$ cat config.mk
export PLATFORM = sky130hd
export DESIGN_NAME = pmsc_sideband
export DESIGN_NICKNAME = d
export VERILOG_FILES = /design/src/core/pmsc_pkg.sv /design/src/core/pmsc_sync3.sv /design/src/core/pmsc_sideband.sv
export SDC_FILE = /design/constraint.sdc
export NUM_CORES = 1
export LEC_CHECK = 0
export ABC_AREA = 0
export BUFFER_PORTS_ARGS = -buffer_cell sky130_fd_sc_hd__buf_2
export CORE_ASPECT_RATIO = 1.75
export CORE_MARGIN = 1.5
export CORE_UTILIZATION = 50
export CTS_BUF_LIST = sky130_fd_sc_hd__clkbuf_8
export CTS_CLUSTER_DIAMETER = 150
export DETAILED_ROUTE_END_ITERATION = 10
export PLACE_DENSITY = 0.67
export SETUP_SLACK_MARGIN = 0.5
export SLEW_MARGIN = 30
export SYNTH_ARGS = -nofsm -noshare
export SYNTH_HDL_FRONTEND = slang
export SYNTH_SLANG_ARGS = --single-unit
$ cat constraint.sdc
create_clock -name clk -period 2.5 [get_ports clk]
set_input_delay 0.125 -clock clk [delete_from_list [all_inputs] [get_ports clk]]
set_output_delay 0.125 -clock clk [all_outputs]
set_load 0.005 [all_outputs]
$ cat src/core/pmsc_pkg.sv
package pmsc_pkg;
    // =====================================================
    // widths and timing
    // =====================================================
    // number of optical channels
    localparam int NUM_CHANNELS = 4;
    // clock period in picoseconds (200 MHz)
    localparam int CLK_PERIOD_PS = 5000;
    // power-on initialization limit in milliseconds
    localparam int INIT_TIME_MS = 2000;
    // longest time: rounds down to whole cycles
    localparam longint INIT_CYCLES =
        (longint'(INIT_TIME_MS) * 64'd1000000000) / CLK_PERIOD_PS;
    // default minimum qualifying reset low time, nanoseconds
    localparam int RESET_MIN_NS = 100;
    // least time: rounds up to whole cycles
    localparam int RESET_MIN_CYCLES =
        (RESET_MIN_NS * 1000 + CLK_PERIOD_PS - 1) / CLK_PERIOD_PS;
    // =====================================================
    // reset values
    // =====================================================
    localparam logic [3:0] CHAN_ENABLE_RESET = 4'h0;
    localparam logic POWER_CLASS_RESET = 1'b1;
    // =====================================================
    // types
    // =====================================================
    // module life cycle
    typedef enum logic [1:0] {
        PMSC_INIT = 2'b00,
        PMSC_READY = 2'b01,
        PMSC_IN_RESET = 2'b10
    } pmsc_state_t;
    // settings restored on reset
    typedef struct packed {
        logic [3:0] chan_enable;
        logic high_power_allowed;
    } pmsc_settings_t;
    // sideband pins as seen by the module
    typedef struct packed {
        logic module_select_n;
        logic module_reset_n;
        logic low_power_select;
    } pmsc_pins_t;
endpackage : pmsc_pkg

$ cat src/core/pmsc_sync3.sv
`timescale 1ns/1ps
module pmsc_sync3 #(
    parameter int WIDTH = 3
) (
    input wire logic clk,
    input wire logic resetn,
    input wire logic [WIDTH-1:0] async_in,
    input wire logic [WIDTH-1:0] reset_value,
    output logic [WIDTH-1:0] sync_out
);
    // =====================================================
    // three-stage sampler with agreement filter
    // =====================================================
    // first stage, read only by second stage
    logic [WIDTH-1:0] meta;
    // second and third stages
    logic [WIDTH-1:0] stage2;
    logic [WIDTH-1:0] stage3;

    // shift chain, constants under reset
    always_ff @(posedge clk or negedge resetn) begin
        if (!resetn) begin
            meta <= '1;
            stage2 <= '1;
            stage3 <= '1;
        end else begin
            meta <= async_in;
            stage2 <= meta;
            stage3 <= stage2;
        end
    end

    // accept a change once stages two and three agree
    genvar i;
    generate
        for (i = 0; i < WIDTH; i++) begin : g_bit
            always_ff @(posedge clk or negedge resetn) begin
                if (!resetn) begin
                    sync_out[i] <= 1'b1;
                end else if (stage2[i] == stage3[i]) begin
                    sync_out[i] <= stage3[i];
                end
            end
        end
    endgenerate
    // reset_value kept for width symmetry; unused levels read high
    logic unused_ok;
    assign unused_ok = ^reset_value;
endmodule : pmsc_sync3

$ cat src/core/pmsc_sideband.sv
`timescale 1ns/1ps
// Summary of operation
// - answer serial bus only while selected
// - qualified reset low restores default settings
// - completion: interrupt low, not-ready negated
// - post completion interrupt after power-up
// - low-power input caps power class
// - presence line tied to ground
// - interrupt low flags fault or status
// - interrupt only pulls low or floats
// - fully functional within 2000 ms
// - four channels individually shut down
// - serial interface reaches memory map
module pmsc_sideband #(
    parameter int NUM_CHANNELS = pmsc_pkg::NUM_CHANNELS,
    parameter longint INIT_CYCLES = pmsc_pkg::INIT_CYCLES,
    parameter int RESET_MIN_CYCLES = pmsc_pkg::RESET_MIN_CYCLES
) (
    input wire logic clk,
    input wire logic resetn,
    input wire logic module_select_n,
    input wire logic module_reset_n,
    input wire logic low_power_select,
    output logic module_present_n,
    output logic module_interrupt_n_drive,
    output logic module_interrupt_n_oe_n,
    input wire logic fault_event,
    input wire logic interrupt_clear,
    input wire logic map_write,
    input wire logic [NUM_CHANNELS-1:0] map_chan_enable,
    output logic serial_bus_enable,
    output logic data_not_ready,
    output logic [NUM_CHANNELS-1:0] chan_enable,
    output logic high_power_enable,
    output logic module_functional
);
    // =====================================================
    // pin sampling
    // =====================================================
    // raw and filtered pin levels
    pmsc_pkg::pmsc_pins_t pins_raw;
    pmsc_pkg::pmsc_pins_t pins;
    assign pins_raw.module_select_n = module_select_n;
    assign pins_raw.module_reset_n = module_reset_n;
    assign pins_raw.low_power_select = low_power_select;

    // four flops per pin, change taken when stages two and three agree
    pmsc_sync3 #(
        .WIDTH(3)
    ) u_sync (
        .clk(clk),
        .resetn(resetn),
        .async_in(pins_raw),
        .reset_value(3'h7),
        .sync_out(pins)
    );

    // =====================================================
    // reset pulse qualification
    // =====================================================
    // low-time counter, saturating
    logic [31:0] low_count;
    // pulse qualified and still held
    logic reset_qualified;
    // reset pin released this cycle after qualification
    logic reset_release;

    // count cycles the filtered reset pin stays low
    always_ff @(posedge clk or negedge resetn) begin
        if (!resetn) begin
            low_count <= 32'h0000_0000;
        end else if (pins.module_reset_n) begin
            low_count <= 32'h0000_0000;
        end else if (low_count != 32'hFFFF_FFFF) begin
            low_count <= low_count + 32'h0000_0001;
        end
    end

    assign reset_qualified = !pins.module_reset_n &&
        (low_count >= 32'(RESET_MIN_CYCLES - 1));

    // =====================================================
    // life-cycle state machine
    // =====================================================
    pmsc_pkg::pmsc_state_t state;
    pmsc_pkg::pmsc_state_t next_state;
    // power-on initialization counter
    logic [39:0] init_count;
    logic init_done;
    assign init_done = (init_count >= 40'(INIT_CYCLES - 1));
    assign reset_release = (state == pmsc_pkg::PMSC_IN_RESET) &&
        pins.module_reset_n;

    // next-state selection
    always_comb begin
        next_state = state;
        case (state)
            pmsc_pkg::PMSC_INIT: begin
                if (reset_qualified) begin
                    next_state = pmsc_pkg::PMSC_IN_RESET;
                end else if (init_done) begin
                    next_state = pmsc_pkg::PMSC_READY;
                end
            end
            // normal operation
            pmsc_pkg::PMSC_READY: begin
                if (reset_qualified) begin
                    next_state = pmsc_pkg::PMSC_IN_RESET;
                end
            end
            // wait for the reset pin to rise
            pmsc_pkg::PMSC_IN_RESET: begin
                if (pins.module_reset_n) begin
                    next_state = pmsc_pkg::PMSC_INIT;
                end
            end
            default: begin
                next_state = pmsc_pkg::PMSC_INIT;
            end
        endcase
    end

    // state register
    always_ff @(posedge clk or negedge resetn) begin
        if (!resetn) begin
            state <= pmsc_pkg::PMSC_INIT;
        end else begin
            state <= next_state;
        end
    end

    // init counter runs only in the init state
    always_ff @(posedge clk or negedge resetn) begin
        if (!resetn) begin
            init_count <= 40'h00_0000_0000;
        end else if (state != pmsc_pkg::PMSC_INIT) begin
            init_count <= 40'h00_0000_0000;
        end else if (!init_done) begin
            init_count <= init_count + 40'h00_0000_0001;
        end
    end

    // =====================================================
    // module settings
    // =====================================================
    pmsc_pkg::pmsc_settings_t settings;

    // channel enables from map writes, defaults on reset
    always_ff @(posedge clk or negedge resetn) begin
        if (!resetn) begin
            settings.chan_enable <= pmsc_pkg::CHAN_ENABLE_RESET;
        end else if (state == pmsc_pkg::PMSC_IN_RESET) begin
            settings.chan_enable <= pmsc_pkg::CHAN_ENABLE_RESET;
        end else if (map_write && serial_bus_enable) begin
            settings.chan_enable <= map_chan_enable;
        end
    end

    // power class follows the low-power input
    always_ff @(posedge clk or negedge resetn) begin
        if (!resetn) begin
            settings.high_power_allowed <= !pmsc_pkg::POWER_CLASS_RESET;
        end else begin
            settings.high_power_allowed <= !pins.low_power_select &&
                (state == pmsc_pkg::PMSC_READY);
        end
    end

    assign chan_enable = settings.chan_enable;
    assign high_power_enable = settings.high_power_allowed;
    assign module_functional = (state == pmsc_pkg::PMSC_READY);

    // =====================================================
    // serial bus gating
    // =====================================================
    // respond only while selected
    always_ff @(posedge clk or negedge resetn) begin
        if (!resetn) begin
            serial_bus_enable <= 1'b0;
        end else begin
            serial_bus_enable <= !pins.module_select_n &&
                (state == pmsc_pkg::PMSC_READY);
        end
    end

    // =====================================================
    // data-not-ready and interrupt
    // =====================================================
    // pending interrupt latch
    logic int_pending;

    // not-ready high until init finishes
    always_ff @(posedge clk or negedge resetn) begin
        if (!resetn) begin
            data_not_ready <= 1'b1;
        end else begin
            data_not_ready <= (next_state != pmsc_pkg::PMSC_READY);
        end
    end

    // set wins over map-side clear; completion posts on every entry to ready
    // a qualified module reset drops the flag on the same edge that
    // raises not-ready, so the line never shows low with not-ready set
    always_ff @(posedge clk or negedge resetn) begin
        if (!resetn) begin
            int_pending <= 1'b0;
        end else if (next_state == pmsc_pkg::PMSC_IN_RESET ||
                     reset_release) begin
            int_pending <= 1'b0;
        end else if (state == pmsc_pkg::PMSC_INIT &&
                     next_state == pmsc_pkg::PMSC_READY) begin
            int_pending <= 1'b1;
        end else if (fault_event && state == pmsc_pkg::PMSC_READY) begin
            int_pending <= 1'b1;
        // map-side clear loses against a set in the same cycle
        end else if (interrupt_clear) begin
            int_pending <= 1'b0;
        end
    end

    assign module_interrupt_n_drive = 1'b0;
    assign module_interrupt_n_oe_n = !int_pending;

    assign module_present_n = 1'b0;
endmodule : pmsc_sideband

==> Word level (Yosys, flattened, before mapping) <==
Cells that the tools add are included.
{ "totals": {"regBits": 94, "latch_bits": 0, "ramBits": 0, "romBits": 0, "input_bits": 12, "out_inout_bits": 11, "wordCells": 60, "n_memories": 0} }
{ "classes": {"addsub": 2, "mul": 0, "div_mod_pow": 0, "order_cmp": 2, "n_eq_ne": 10, "n_shift": 0, "mux": 15, "n_bitwise": 0, "n_reduce_logical": 17} }
{ "ops": {"columns": ["cell", "n"], "rows": [
  ["40-bit 2-to-1 mux", 2],
  ["32-bit 2-to-1 mux", 2],
  ["40-bit by 1-bit adder with 40-bit output, second input constant", 1],
  ["40-bit by 29-bit greater-or-equal comparator with 1-bit output, second input constant", 1],
  ["32-bit by 1-bit adder with 32-bit output, second input constant", 1],
  ["32-bit by 5-bit greater-or-equal comparator with 1-bit output, second input constant", 1],
  ["32-bit inequality test, second input constant", 1],
  ["2-bit 2-to-1 mux", 4],
  ["4-bit 2-to-1 mux", 2],
  ["1-bit logical AND", 7],
  ["2-bit case mux with 3 select lines", 1],
  ["2-bit nonzero test", 3],
  ["2-bit by 1-bit equality test with 1-bit output, second input constant", 2],
  ["2-bit equality test, second input constant", 2],
  ["1-bit logical NOT", 4],
  ["1-bit 2-to-1 mux", 4],
  ["2-bit by 1-bit inequality test with 1-bit output, second input constant", 2],
  ["4-bit nonzero test", 1],
  ["1-bit equality test", 3],
  ["2-bit logical NOT", 1],
  ["1-bit logical OR", 1]
]} }

==> Depth between registers and ports, before layout <==
Gate-level depths: netlist of the first run.
{ "logic_depth": {"word_depth": 8, "mapped_depth": 8, "mapped_depth_nobuf": 6} }

==> By module <==
A second synthesis of the first run with hierarchy kept.
{ "hier_totals": {"cells_unflattened": 453, "area_unflattened_um2": 4453.0} }
{ "modules_own_cells": {"columns": ["mod", "n_inst", "cells_per_inst", "area_each_um2"], "rows": [
  ["pmsc_sideband", 1, 438, 4103.9],
  ["pmsc_sync3", 1, 15, 349.1]
]} }

==> Worst setup path after synthesis of the first run <==
No wires, ideal clock.
{ "synth_timing": {"path_kind": "register -> register", "startpoint": "register low_count[24]", "endpoint": "register low_count[9]", "arrival_ns": 1.913, "t_required_ns": 2.373, "slack_ns": 0.460, "stages_incl_launch_ff": 8, "path_buffers": 2, "period_less_slack_ns": 2.040, "cell_sequence": "dfrtp_1 > clkbuf_1 > nand4_1 > nor3_1 > and3_1 > buf_2 > or4_1 > mux2_1"} }
{ "synth_between": {"elab_chain_cells": 2} }
{ "synth_lines": {"columns": ["element", "line_no", "text"], "rows": [
  ["start: declaration", "pmsc_sideband.sv:62", "logic [31:0] low_count;"],
  ["start signal: assignment", "pmsc_sideband.sv:75", "low_count <= low_count + 32'h0000_0001;"],
  ["32-bit inequality test", "pmsc_sideband.sv:74", "end else if (low_count != 32'hFFFF_FFFF) begin"],
  ["2-bit nonzero test (no line)", null, null]
]} }
Every way passes these cells.
A chain may end at the register's enable or synchronous reset.

==> Worst setup path in the final report of the first run <==
{ "layout_timing": {"startpoint": "register init_count[21]", "endpoint": "register init_count[11]"} }
{ "layout_between": {"elab_chain_cells": 2} }
{ "layout_lines": {"columns": ["element", "line_no", "text"], "rows": [
  ["start: declaration", "pmsc_sideband.sv:88", "logic [39:0] init_count;"],
  ["start signal: assignment", "pmsc_sideband.sv:139", "init_count <= init_count + 40'h00_0000_0001;"],
  ["40-bit by 29-bit greater-or-equal comparator with 1-bit output", "pmsc_sideband.sv:90", "assign init_done = (init_count >= 40'(INIT_CYCLES - 1));"],
  ["2-bit by 1-bit inequality test with 1-bit output (no line)", null, null]
]} }
Every way passes these cells.

==> results of run 1 <==
-- power groups by stage --
stage / clock, mW / sequential [mW] / combinational [mW]
after detailed placement: 0 / 1.64 / 0.132
after global routing: 1.13 / 1.62 / 0.180
after global placement: 0 / 1.64 / 0.128
final: 1.05 / 1.62 / 0.160
after CTS: 1.07 / 1.61 / 0.143
after floorplan: 0 / 1.63 / 0.0741
-- logic make-up (layout without fill, tap and decap cells) --
| group | after synthesis | in the layout | share of synthesized area (%) |
|---|---|---|---|
| DFF | 94 | 94 | 50.4 |
| adders and majority gates | 5 | 5 | 1.17 |
| muxes | 6 | 6 | 1.30 |
| other | 1 | 2 | 0.0798 |
| and+or+nand+nor | 228 | 229 | 27.6 |
| AOI/OAI and AO/OA | 103 | 103 | 13.6 |
| buffers and inverters | 33 | 122 | 3.25 |
| xor gates and xnor gates | 14 | 14 | 2.61 |
-- state kept, by name, indices dropped and copies added (netlist names) --
name               flops
chan_enable            4
data_not_ready         1
high_power_enable      1
init_count            40
int_pending            1
low_count             32
serial_bus_enable      1
state                  2
u_sync.meta            3
u_sync.stage2          3
u_sync.stage3          3
u_sync.sync_out        3
-- cells in the final DEF, fill, tap and decap left out, drive strengths merged, types with 3 or more instances in the layout --
| cell | synthesis | final |
|---|---|---|
| a21oi | 42 | 42 |
| a31oi | 6 | 6 |
| and2 | 14 | 14 |
| and3 | 11 | 11 |
| and4 | 3 | 3 |
| buf | 7 | 87 |
| clkbuf | 14 | 10 |
| dfrtp | 81 | 81 |
| dfstp | 13 | 13 |
| dlygate4sd3 | 0 | 6 |
| inv | 12 | 14 |
| maj3 | 3 | 3 |
| mux2i | 5 | 5 |
| nand2 | 38 | 38 |
| nand3 | 26 | 26 |
| nand4 | 18 | 18 |
| nor2 | 35 | 35 |
| nor2b | 3 | 3 |
| nor3 | 12 | 12 |
| nor4 | 20 | 20 |
| o21ai | 19 | 19 |
| o31ai | 18 | 18 |
| or3 | 18 | 18 |
| or4 | 24 | 25 |
| xnor2 | 12 | 12 |
-- path summary, 6_finish.rpt --
path	endpoint	cells past startpoint
max in group asynchronous	u_sync.sync_out[2]	3
worst min register to register	u_sync.stage2[0]	0
worst max-delay path	init_count[11]	6
worst min-delay path	chan_enable[3]	3
worst max register to register	init_count[11]	6
min in group asynchronous	init_count[34]	2
-- final cells by class --
type                       instances  share of cell area [%]
tap                              120                    2.47
timing repair buffer              94                    12.1
clock buffer                       9                    2.04
sequential                        94                    39.2
clock inverter                     7                    1.32
multi-input combinational        359                    42.1
inverter                          12                   0.741
-- timing repair --
item                                   in CTS  in global routing
pin swaps                                   8                 33
cloned                                      1                  4
setup buffers                              15                 33
endpoints found under the hold margin      45                  0
hold buffers                                6                  0
setup endpoints to repair                  38                 52
resized for setup                          25                 76
-- synth_stat cells (11+ instances only) --
| cell type | number |
|---|---|
| nand2_1 | 38 |
| a21oi_1 | 41 |
| nand3_1 | 25 |
| o21ai_0 | 15 |
| and2_1 | 14 |
| nor3_1 | 12 |
| dfstp_2 | 13 |
| inv_1 | 12 |
| nor2_1 | 35 |
| nand4_1 | 17 |
| clkbuf_1 | 14 |
| or3_1 | 18 |
| and3_1 | 11 |
| dfrtp_1 | 81 |
| or4_1 | 22 |
| o31ai_1 | 17 |
| xnor2_1 | 12 |
| nor4_1 | 17 |
-- stage by stage --
step	setup WS, ns	hold WS (ns)
floorplan	0.505	-0.171
global placement	0.284	0.166
detailed placement	0.188	0.181
CTS	0.430	0.0000682
global route	0.359	0.00959
finish	0.416	0.0111
-- per-layer routing --
metal	GRT usage (%)	wire, µm	up-vias
met5	0	0	-
met4	11.5	572	0
met3	3.61	373	43
met2	42.8	6840	115
met1	25.2	4630	2128
li1	-	-	1981
-- worst register-to-register path, cell delays in order, from the launching register on --
cell and delay (ns):
dfrtp_1 0.42, or3b_4 0.41, or4_4 0.47, a21oi_4 0.28
clkbuf_16 0.22, o31ai_1 0.07, a21oi_1 0.13
==> reports/metrics.yaml, run 1 <==
synth:
  ys.flop_type: "dfrtp_1"
  syn_area_um2: 4700
  yosysWarnings: 0
  synth_seq_cells: 94
  synthCells: 484
  async_flop_share_pct: 100
  yosysTopAreaCellShare_pct: 43.1
  avgSynthCellArea_um2: 9.71
  synth_edf_count: 0
  synth_cell_types: 57
  synth_area_leader_cell: "dfrtp_1"
  yosysSeqAreaShare_pct: 50.4
  synth_area_leaders: "dfrtp_1 (43%), dfstp_2 (7.3%), a21oi_1 (4.4%), or4_1 (3.5%), nand2_1 (3.0%)"
pwr:
  power.total_mw: 2.83
  internal_power_mw: 2.11
  clkPwrFrac_pct: 37.2
  p_seq_share_pct: 57.1
  p_switching_uw: 719
  p_sw_share_pct: 25.4
  combinationalPowerShare_pct: 5.7
  power.leakage_nw: 2.53
  ir_worst_vdd_mv: 0.351
  p_per_area_nw_per_um2: 466
detailed_routing:
  wl_mm: 12.4
  vias_per_cell: 6.14
  ant_nets: 0
  vias: 4267
  drt_iter0_drc: 272
  wire_per_inst_um: 17.9
  drc_errors: 0
  dr.pass1.iters: 5
outcome:
  status: "finished clean"
global_route:
  track_usage_pct: 23.2
  grt_start_max_net_pins: 50
  grt_antenna_before_repair: 0
  gr-total-overflow: 0
  grt_pass1_wl_mm: 18.6
  first_global_vias: 3929
clock_tree:
  clockRootBuffer: "clkbuf_8"
  insertion_delay_ns: 0.37
  clock_sinks: 94
  cts_buffers: 9
  ctsHtreeMaxLevel: 3
  clkTransAtPathRegs_ns: 0.10
  cts_tree: "built"
  clockBufferDepth: 2
worst_setup_path:
  critPathMaxFanout: 6
  crit_chain: "or3b_4 -> or4_4 -> a21oi_4 -> clkbuf_16 -> o31ai_1 -> a21oi_1"
  cp_num_buf_inv: 1
  crit_start: "init_count[21]"
  worst_setup_path_end_kind: "flop"
  r2r_start: "init_count[21]"
  critPathLaunchType: "flop"
  crit_family: "simple AND/OR/NAND/NOR gates"
  crit_slowest_cell: "or4_4"
  critPathKind: "flop to flop"
  cp.required_ns: 2.79
  ff2ff_setup_slack_ns: 0.42
  worstPathArrival_ns: 2.38
  max_stage_delay_ns: 0.47
floorplan:
  initial_utilization_pct: 51.7
  dieArea_um2: 10000
  die_x_um: 76.3
  coreArea_um2: 9090
  row_count: 46
  die_y_um: 131
  pin_count: 23
layout:
  ff_latch_area_um2: 2380
  drive_gt1_share_pct: 34.3
  multi_input_area_um2: 2560
  fin_nets: 584
  final_cells: 695
  nFillCells: 739
  num_antenna_cells: 0
  syn_to_final_growth_pct: 29.3
  postLayoutCoreUtil_pct: 66.8
  design_area_um2: 6080
job:
  drv_cap: 0
place:
  port_buffers: 20
  post-dp-hpwl_mm: 7.50
  dpl.cell_count: 620
  dpl_cell_area_um2: 4990
  place_congestion: 0.914
sta:
  skew_ns: 0.00955
  tns_ns: 0
  period_share_pct: 83.4
  rsz0062_at_grt: "yes"
  max_freq_ghz: 0.480
  slew_viol_final: 0
  min_period_ns: 2.08
  relSlewSlack_pct: 59.7
  hold_viol: 0
  worst-slew-pin-transition_ns: 0.605
  setup_viol: 0
min_path:
  hold_start: "map_chan_enable[3]"
  hold_path.class: "input pin to flop"
Power figures use the tool's default switching activity.
==> run 2: changes to the inputs <==
==> constraint.sdc (replaced) <==
create_clock -name clk -period 1.95 [get_ports clk]
set_input_delay 0.0975 -clock clk [delete_from_list [all_inputs] [get_ports clk]]
set_output_delay 0.0975 -clock clk [all_outputs]
set_load 0.005 [all_outputs]
==> reports/metrics.yaml, run 2 (synthesis gave the netlist of run 1 again) <==
global_route:
  grt_pass1_wl_mm: 23.0  # was 18.6 mm
  gr-total-overflow: 0  # unchanged
  track_usage_pct: 29.0  # was 23.2%
  grt_antenna_before_repair: 0  # unchanged
  first_global_vias: 4779  # was 3,929
  grt_start_max_net_pins: 53  # was 50
detailed_routing:
  wl_mm: 14.5  # was 12.4 mm
  ant_nets: 0  # unchanged
  drc_errors: 0  # unchanged
  dr.pass1.iters: 4  # was 5
  drt_iter0_drc: 235  # was 272
  vias_per_cell: 5.93  # was 6.14
  vias: 4579  # was 4,267
  wire_per_inst_um: 18.8  # was 17.9 µm
clock_tree:
  insertion_delay_ns: 0.38  # was 0.37 ns
  cts_buffers: 9  # unchanged
  cts_tree: "built"  # unchanged
  clock_sinks: 94  # unchanged
  ctsHtreeMaxLevel: 3  # unchanged
  clkTransAtPathRegs_ns: 0.10  # about the same
  clockBufferDepth: 2  # unchanged
  clockRootBuffer: "clkbuf_8"  # unchanged
layout:
  multi_input_area_um2: 2900  # was 2560 µm²
  drive_gt1_share_pct: 46.6  # was 34.3%
  final_cell_mix: "buf_4 (113), dfrtp_1 (78), nand2_1 (33)"  # was dfrtp_1 (69), buf_4 (60), nand2_1 (37)
  largest_reg_flops: 40  # unchanged
  num_antenna_cells: 0  # unchanged
  fin_nets: 661  # was 584
  top_regs: "init_count (40), low_count (32), chan_enable (4)"  # unchanged
  nFillCells: 602  # was 739
  ff_latch_area_um2: 2370  # was 2380 µm²
  final_common_cell: "buf_4"  # was dfrtp_1
  syn_to_final_growth_pct: 51.1  # was 29.3%
  final_cells: 772  # was 695
  top_register: "init_count"  # unchanged
  postLayoutCoreUtil_pct: 78.1  # was 66.8%
worst_setup_path:
  crit_start: "low_count[0]"  # was init_count[21]
  critPathMaxFanout: 4  # was 6
  crit_family: "simple AND/OR/NAND/NOR gates"  # unchanged
  path_depth: 7  # was 6
  cp_num_buf_inv: 2  # was 1
  cp.required_ns: 2.24  # was 2.79 ns
  crit_end: "low_count[27]"  # was init_count[11]
  ff2ff_setup_slack_ns: -0.12  # was 0.42 ns
  worst_setup_path_end_kind: "flop"  # unchanged
  crit_chain: "buf_4 -> nand3_1 -> nor4_4 -> buf_4 -> o211ai_1 -> or3_1 -> a21oi_1"  # was or3b_4 -> or4_4 -> a21oi_4 -> clkbuf_16 -> o31ai_1 -> a21oi_1
  crit_path_frequent_cell: "buf_4"
  r2r_cells: 7  # was 6
  worstPathArrival_ns: 2.36  # was 2.38 ns
  critPathLaunchType: "flop"  # unchanged
  r2r_start: "low_count[0]"  # was init_count[21]
  r2r-end: "low_count[27]"  # was init_count[11]
  critPathKind: "flop to flop"  # unchanged
  max_stage_delay_ns: 0.41  # was 0.47 ns
  crit_slowest_cell: "dfrtp_1"  # was or4_4
pwr:
  p_sw_share_pct: 24.4  # was 25.4%
  internal_power_mw: 2.94  # was 2.11 mW
  combinationalPowerShare_pct: 6.7  # was 5.7%
  power.leakage_nw: 3.04  # was 2.53 nW
  ir_worst_vdd_mv: 0.504  # was 0.351 mV
  power.total_mw: 3.89  # was 2.83 mW
  p_switching_uw: 949  # was 719 µW
  p_per_area_nw_per_um2: 547  # was 466 nW/µm²
  clkPwrFrac_pct: 40.1  # was 37.2%
  p_seq_share_pct: 53.2  # was 57.1%
floorplan:
  pin_count: 23  # unchanged
  coreArea_um2: 9090  # unchanged
  die_y_um: 131  # unchanged
  die_x_um: 76.3  # unchanged
  initial_utilization_pct: 51.7  # unchanged
  row_count: 46  # unchanged
  dieArea_um2: 10000  # unchanged
sta:
  skew_ns: 0.0160  # was 0.00955 ns
  rsz0062_at_grt: "yes"  # unchanged
  holdWs_ns: 0.0251  # was 0.0111 ns
  setup_slack_ns: -0.122  # was 0.416 ns
  max_freq_ghz: 0.483  # was 0.480 GHz
  relSlewSlack_pct: 62.4  # was 59.7%
  worst-slew-pin-transition_ns: 0.561  # was 0.605 ns
  hold_viol: 0  # unchanged
  min_period_ns: 2.07  # was 2.08 ns
  setup_viol: 21  # was 0
  slew_viol_final: 0  # unchanged
  period_share_pct: 106  # was 83.4%
place:
  port_buffers: 20  # unchanged
  place_congestion: 0.833  # was 0.914
  post-dp-hpwl_mm: 8.82  # was 7.50 mm
  dpl.cell_count: 693  # was 620
outcome:
  violations: "negative setup slack"
  status: "complete, but fails checks"  # was finished clean
job:
  drv_cap: 0  # unchanged
min_path:
  hold_path.class: "input pin to flop"  # unchanged
==> run 2: cell types whose count changed in the layout (fill, tap and decap cells not counted), moves of 7 or more <==
cell,change
buf_4,+53
buf_6,+19
dfrtp_1,+9
dfrtp_2,-9
nor4_1,-7
or4_1,-9
or4_4,+9
==> run 2: worst register-to-register path: stages, from the launching register on <==
cell and delay [ns]:
dfrtp_1 0.41, buf_4 0.15, nand3_1 0.16, nor4_4 0.37, buf_4 0.19, o211ai_1 0.14
or3_1 0.34, a21oi_1 0.23
==> run 2: per-layer routing <==
layer  part of all wire [%]  global-route usage [%]  up-vias
li1                       -                       -     2140
met4                    3.5                    14.2        0
met5                      0                       0        -
met1                     37                    30.6     2311
met3                    2.5                    4.31       41
met2                     57                    54.7       87
==> run 2: power by group through the flow <==
stage	Combinational, mW	Clock [mW]	Sequential [mW]
after detailed placement	0.212	0	2.10
after global placement	0.203	0	2.09
after CTS	0.244	1.58	2.06
after global routing	0.286	1.64	2.08
final	0.260	1.56	2.07
after floorplan	0.0990	0	2.09
==> run 2: cell type report <==
class	count	area share, %
multi-input combinational	359	40.8
sequential	94	33.4
timing repair buffer	171	19.6
clock buffer	11	2.13
tap	120	2.11
clock inverter	5	1.25
inverter	12	0.634
==> run 2: worst min-delay path by stage <==
stage | end | cells past startpoint | slack [ns] | startpoint
2_1_floorplan | chan_enable[0] | 0 | -0.20 | resetn
3_3_place_gp | low_count[21] | 1 | -0.004 | resetn
3_5_place_dp | low_count[21] | 1 | 0.003 | resetn
4_1_cts | chan_enable[0] | 3 | 0.01 | map_write
5_1_grt | chan_enable[0] | 3 | 0.01 | map_write
6_report | chan_enable[0] | 3 | 0.03 | map_write
==> run 2: repair_timing <==
action | CTS | global route
hold buffers | 11 | 0
setup endpoints to repair | 65 | 69
hold endpoints to repair | 88 | 0
resized for setup | 84 | 49
gates cloned | 2 | 0
pin swaps | 54 | 39
setup buffers | 34 | 16
==> run 2: stage by stage <==
step / TNS (ns) / setup slack, ns / area [µm²]
2_1_floorplan: 0 / 0.0232 / 4930
3_3_place_gp: -0.531 / -0.0504 / 5730
3_5_place_dp: -0.957 / -0.0804 / 5730
4_1_cts: -0.775 / -0.0770 / 6770
5_1_grt: -3.12 / -0.205 / 7100
6_report: -0.836 / -0.122 / 7100
==> run 3: changes to the inputs <==
--- a/config.mk
+++ b/config.mk
@@ -6,14 +6,13 @@
 export NUM_CORES = 1
 export LEC_CHECK = 0
 export ABC_AREA = 0
-export BUFFER_PORTS_ARGS = -buffer_cell sky130_fd_sc_hd__buf_2
 export CORE_ASPECT_RATIO = 1.75
 export CORE_MARGIN = 1.5
 export CORE_UTILIZATION = 50
 export CTS_BUF_LIST = sky130_fd_sc_hd__clkbuf_8
 export CTS_CLUSTER_DIAMETER = 150
 export DETAILED_ROUTE_END_ITERATION = 10
-export PLACE_DENSITY = 0.67
+export DONT_BUFFER_PORTS = 1
 export SETUP_SLACK_MARGIN = 0.5
 export SLEW_MARGIN = 30
 export SYNTH_ARGS = -nofsm -noshare
==> reports/metrics.yaml, run 3 (synthesis gave the netlist of run 1 again) <==
worst_setup_path:
  cp.required_ns: 2.20  # was 2.24 ns
  critPathKind: "flop to flop"  # unchanged
  worstPathArrival_ns: 2.28  # was 2.36 ns
  critPathLaunchType: "flop"  # unchanged
  worst_setup_path_end_kind: "flop"  # unchanged
  critPathMaxFanout: 6  # was 4
layout:
  syn_to_final_growth_pct: 47.9  # was 51.1%
  top_regs: "init_count (40), low_count (32), chan_enable (4)"  # unchanged
  final_cell_mix: "buf_4 (101), dfrtp_1 (75), nand2_1 (33)"  # was buf_4 (113), dfrtp_1 (78), nand2_1 (33)
  final_common_cell: "buf_4"  # unchanged
  top_register: "init_count"  # unchanged
  largest_reg_flops: 40  # unchanged
  num_antenna_cells: 0  # unchanged
  ff_latch_area_um2: 2380  # was 2370 µm²
  nFillCells: 640  # was 602
  fin_nets: 631  # was 661
  multi_input_area_um2: 2950  # was 2900 µm²
  drive_gt1_share_pct: 44.2  # was 46.6%
  design_area_um2: 6950  # was 7100 µm²
place:
  post-dp-hpwl_mm: 8.17  # was 8.82 mm
  port_buffers: 0  # was 20
  place_congestion: 0.876  # was 0.833
  dpl_cell_area_um2: 5530  # was 5730 µm²
  dp_slack_ns: -0.126  # was -0.0804 ns
floorplan:
  die_y_um: 131  # unchanged
  coreArea_um2: 9090  # unchanged
  initial_utilization_pct: 51.7  # unchanged
  die_x_um: 76.3  # unchanged
  row_count: 46  # unchanged
  dieArea_um2: 10000  # unchanged
  pin_count: 23  # unchanged
clock_tree:
  clockRootBuffer: "clkbuf_8"  # unchanged
  clkTransAtPathRegs_ns: 0.10  # about the same
  clock_sinks: 94  # unchanged
  cts_tree: "built"  # unchanged
  cts_buffers: 9  # unchanged
  postCtsHoldBufs: 14  # was 11
  clockBufferDepth: 2  # unchanged
  ctsHtreeMaxLevel: 3  # unchanged
  insertion_delay_ns: 0.37  # was 0.38 ns
detailed_routing:
  vias_per_cell: 6.09  # was 5.93
  vias: 4517  # was 4,579
  dr.pass1.iters: 4  # unchanged
  wire_per_inst_um: 18.5  # was 18.8 µm
  drc_errors: 0  # unchanged
  wl_mm: 13.7  # was 14.5 mm
  ant_nets: 0  # unchanged
  drt_iter0_drc: 158  # was 235
global_route:
  gr-total-overflow: 0  # unchanged
  grt_use_met1_pct: 29.0  # was 30.6%
  gr-usage-met3_pct: 3.40  # was 4.31%
  track_usage_pct: 26.3  # was 29.0%
  first_global_vias: 4467  # was 4,779
  grt_pass1_wl_mm: 21.2  # was 23.0 mm
  grt_antenna_before_repair: 0  # unchanged
  met2_usage_pct: 47.9  # was 54.7%
  grt_start_max_net_pins: 95  # was 53
  grt.busiest_layer: "met2"  # unchanged
sta:
  relSlewSlack_pct: 64.7  # was 62.4%
  setup_viol: 24  # was 21
  min_period_ns: 2.03  # was 2.07 ns
  skew_ns: 0.0104  # was 0.0160 ns
  setup_slack_ns: -0.0781  # was -0.122 ns
  period_share_pct: 104  # was 106%
  tns_ns: -0.722  # was -0.836 ns
  worst-slew-pin-transition_ns: 0.529  # was 0.561 ns
  rsz0062_at_grt: "yes"  # unchanged
  hold_viol: 94  # was 0
  slew_viol_final: 0  # unchanged
  max_freq_ghz: 0.493  # was 0.483 GHz
  holdWs_ns: -0.582  # was 0.0251 ns
pwr:
  p_per_area_nw_per_um2: 520  # was 547 nW/µm²
  power.leakage_nw: 2.91  # was 3.04 nW
  ir_worst_vdd_mv: 0.538  # was 0.504 mV
min_path:
  hold_path.class: "input pin to asynchronous set/reset pin"  # was input pin to flop
job:
  drv_cap: 0  # unchanged
outcome:
  status: "complete, but fails checks"  # unchanged
  violations: "negative hold slack, negative setup slack"  # was negative setup slack
run 3: cell types whose count changed in the layout (fill, tap and decap cells not counted), sizes merged:
cell and change:
buf -32, dlygate4sd3 +3, clkinvlp +2, bufinv -1
clkbuf -1, or4 -1
run 3: through the flow:
step | instances | power, mW | utilization (%)
2_1_floorplan | 485 | 2.19 | -
3_3_place_gp | 662 | 2.22 | 60.8
3_5_place_dp | 662 | 2.23 | 60.8
4_1_cts | 721 | 3.63 | 70.9
5_1_grt | 742 | 3.76 | 76.5
6_report | 742 | 3.62 | 76.5
run 3: final timing paths:
kind | start | end | slack [ns] | cells past startpoint
setup reg to reg | low_count[0] | low_count[21] | -0.08 | 7
max in group asynchronous | resetn | u_sync.sync_out[2] | 2.32 | 0
hold / removal | resetn | low_count[12] | -0.58 | 0
setup / recovery | low_count[0] | low_count[21] | -0.08 | 7
hold reg to reg | u_sync.meta[2] | u_sync.stage2[2] | 0.36 | 0
min in group clk | module_select_n | u_sync.meta[2] | 0.27 | 1
run 3: per-layer routing:
layer / vias up / routed length (µm)
li1: 2088 / -
met1: 2305 / 5110
met2: 84 / 7830
met3: 40 / 275
met4: 0 / 527
met5: - / 0
run 3: power by group:
group	switching (mW)	total (mW)	internal, mW
Clock	0.718	1.35	0.635
Sequential	0.0578	2.07	2.02
Combinational	0.0941	0.194	0.0995
Total	0.870	3.62	2.75
run 3: repair_timing:
item                       4_1_cts  5_1_grt
setup buffers                   28       21
cloned                           1        0
setup endpoints to repair       65       65
resized for setup               78       67
hold endpoints to repair       102       94
pin swaps                       45       53
run 3: cell type report:
cell class / count / area share (%)
multi-input cells: 358 / 42.5
flip-flops and latches: 94 / 34.2
repair buffers: 142 / 17.6
well taps: 120 / 2.16
clock buffers: 10 / 1.98
clock inverters: 6 / 0.972
inverters: 12 / 0.648
run 3: critical path: stages, from the launching register on:
cell and delay [ns]:
dfrtp_1 0.44, ha_4 0.17, nand2_4 0.05, or4_4 0.57, o31ai_4 0.32, buf_6 0.18
or4_4 0.12, a21oi_2 0.05
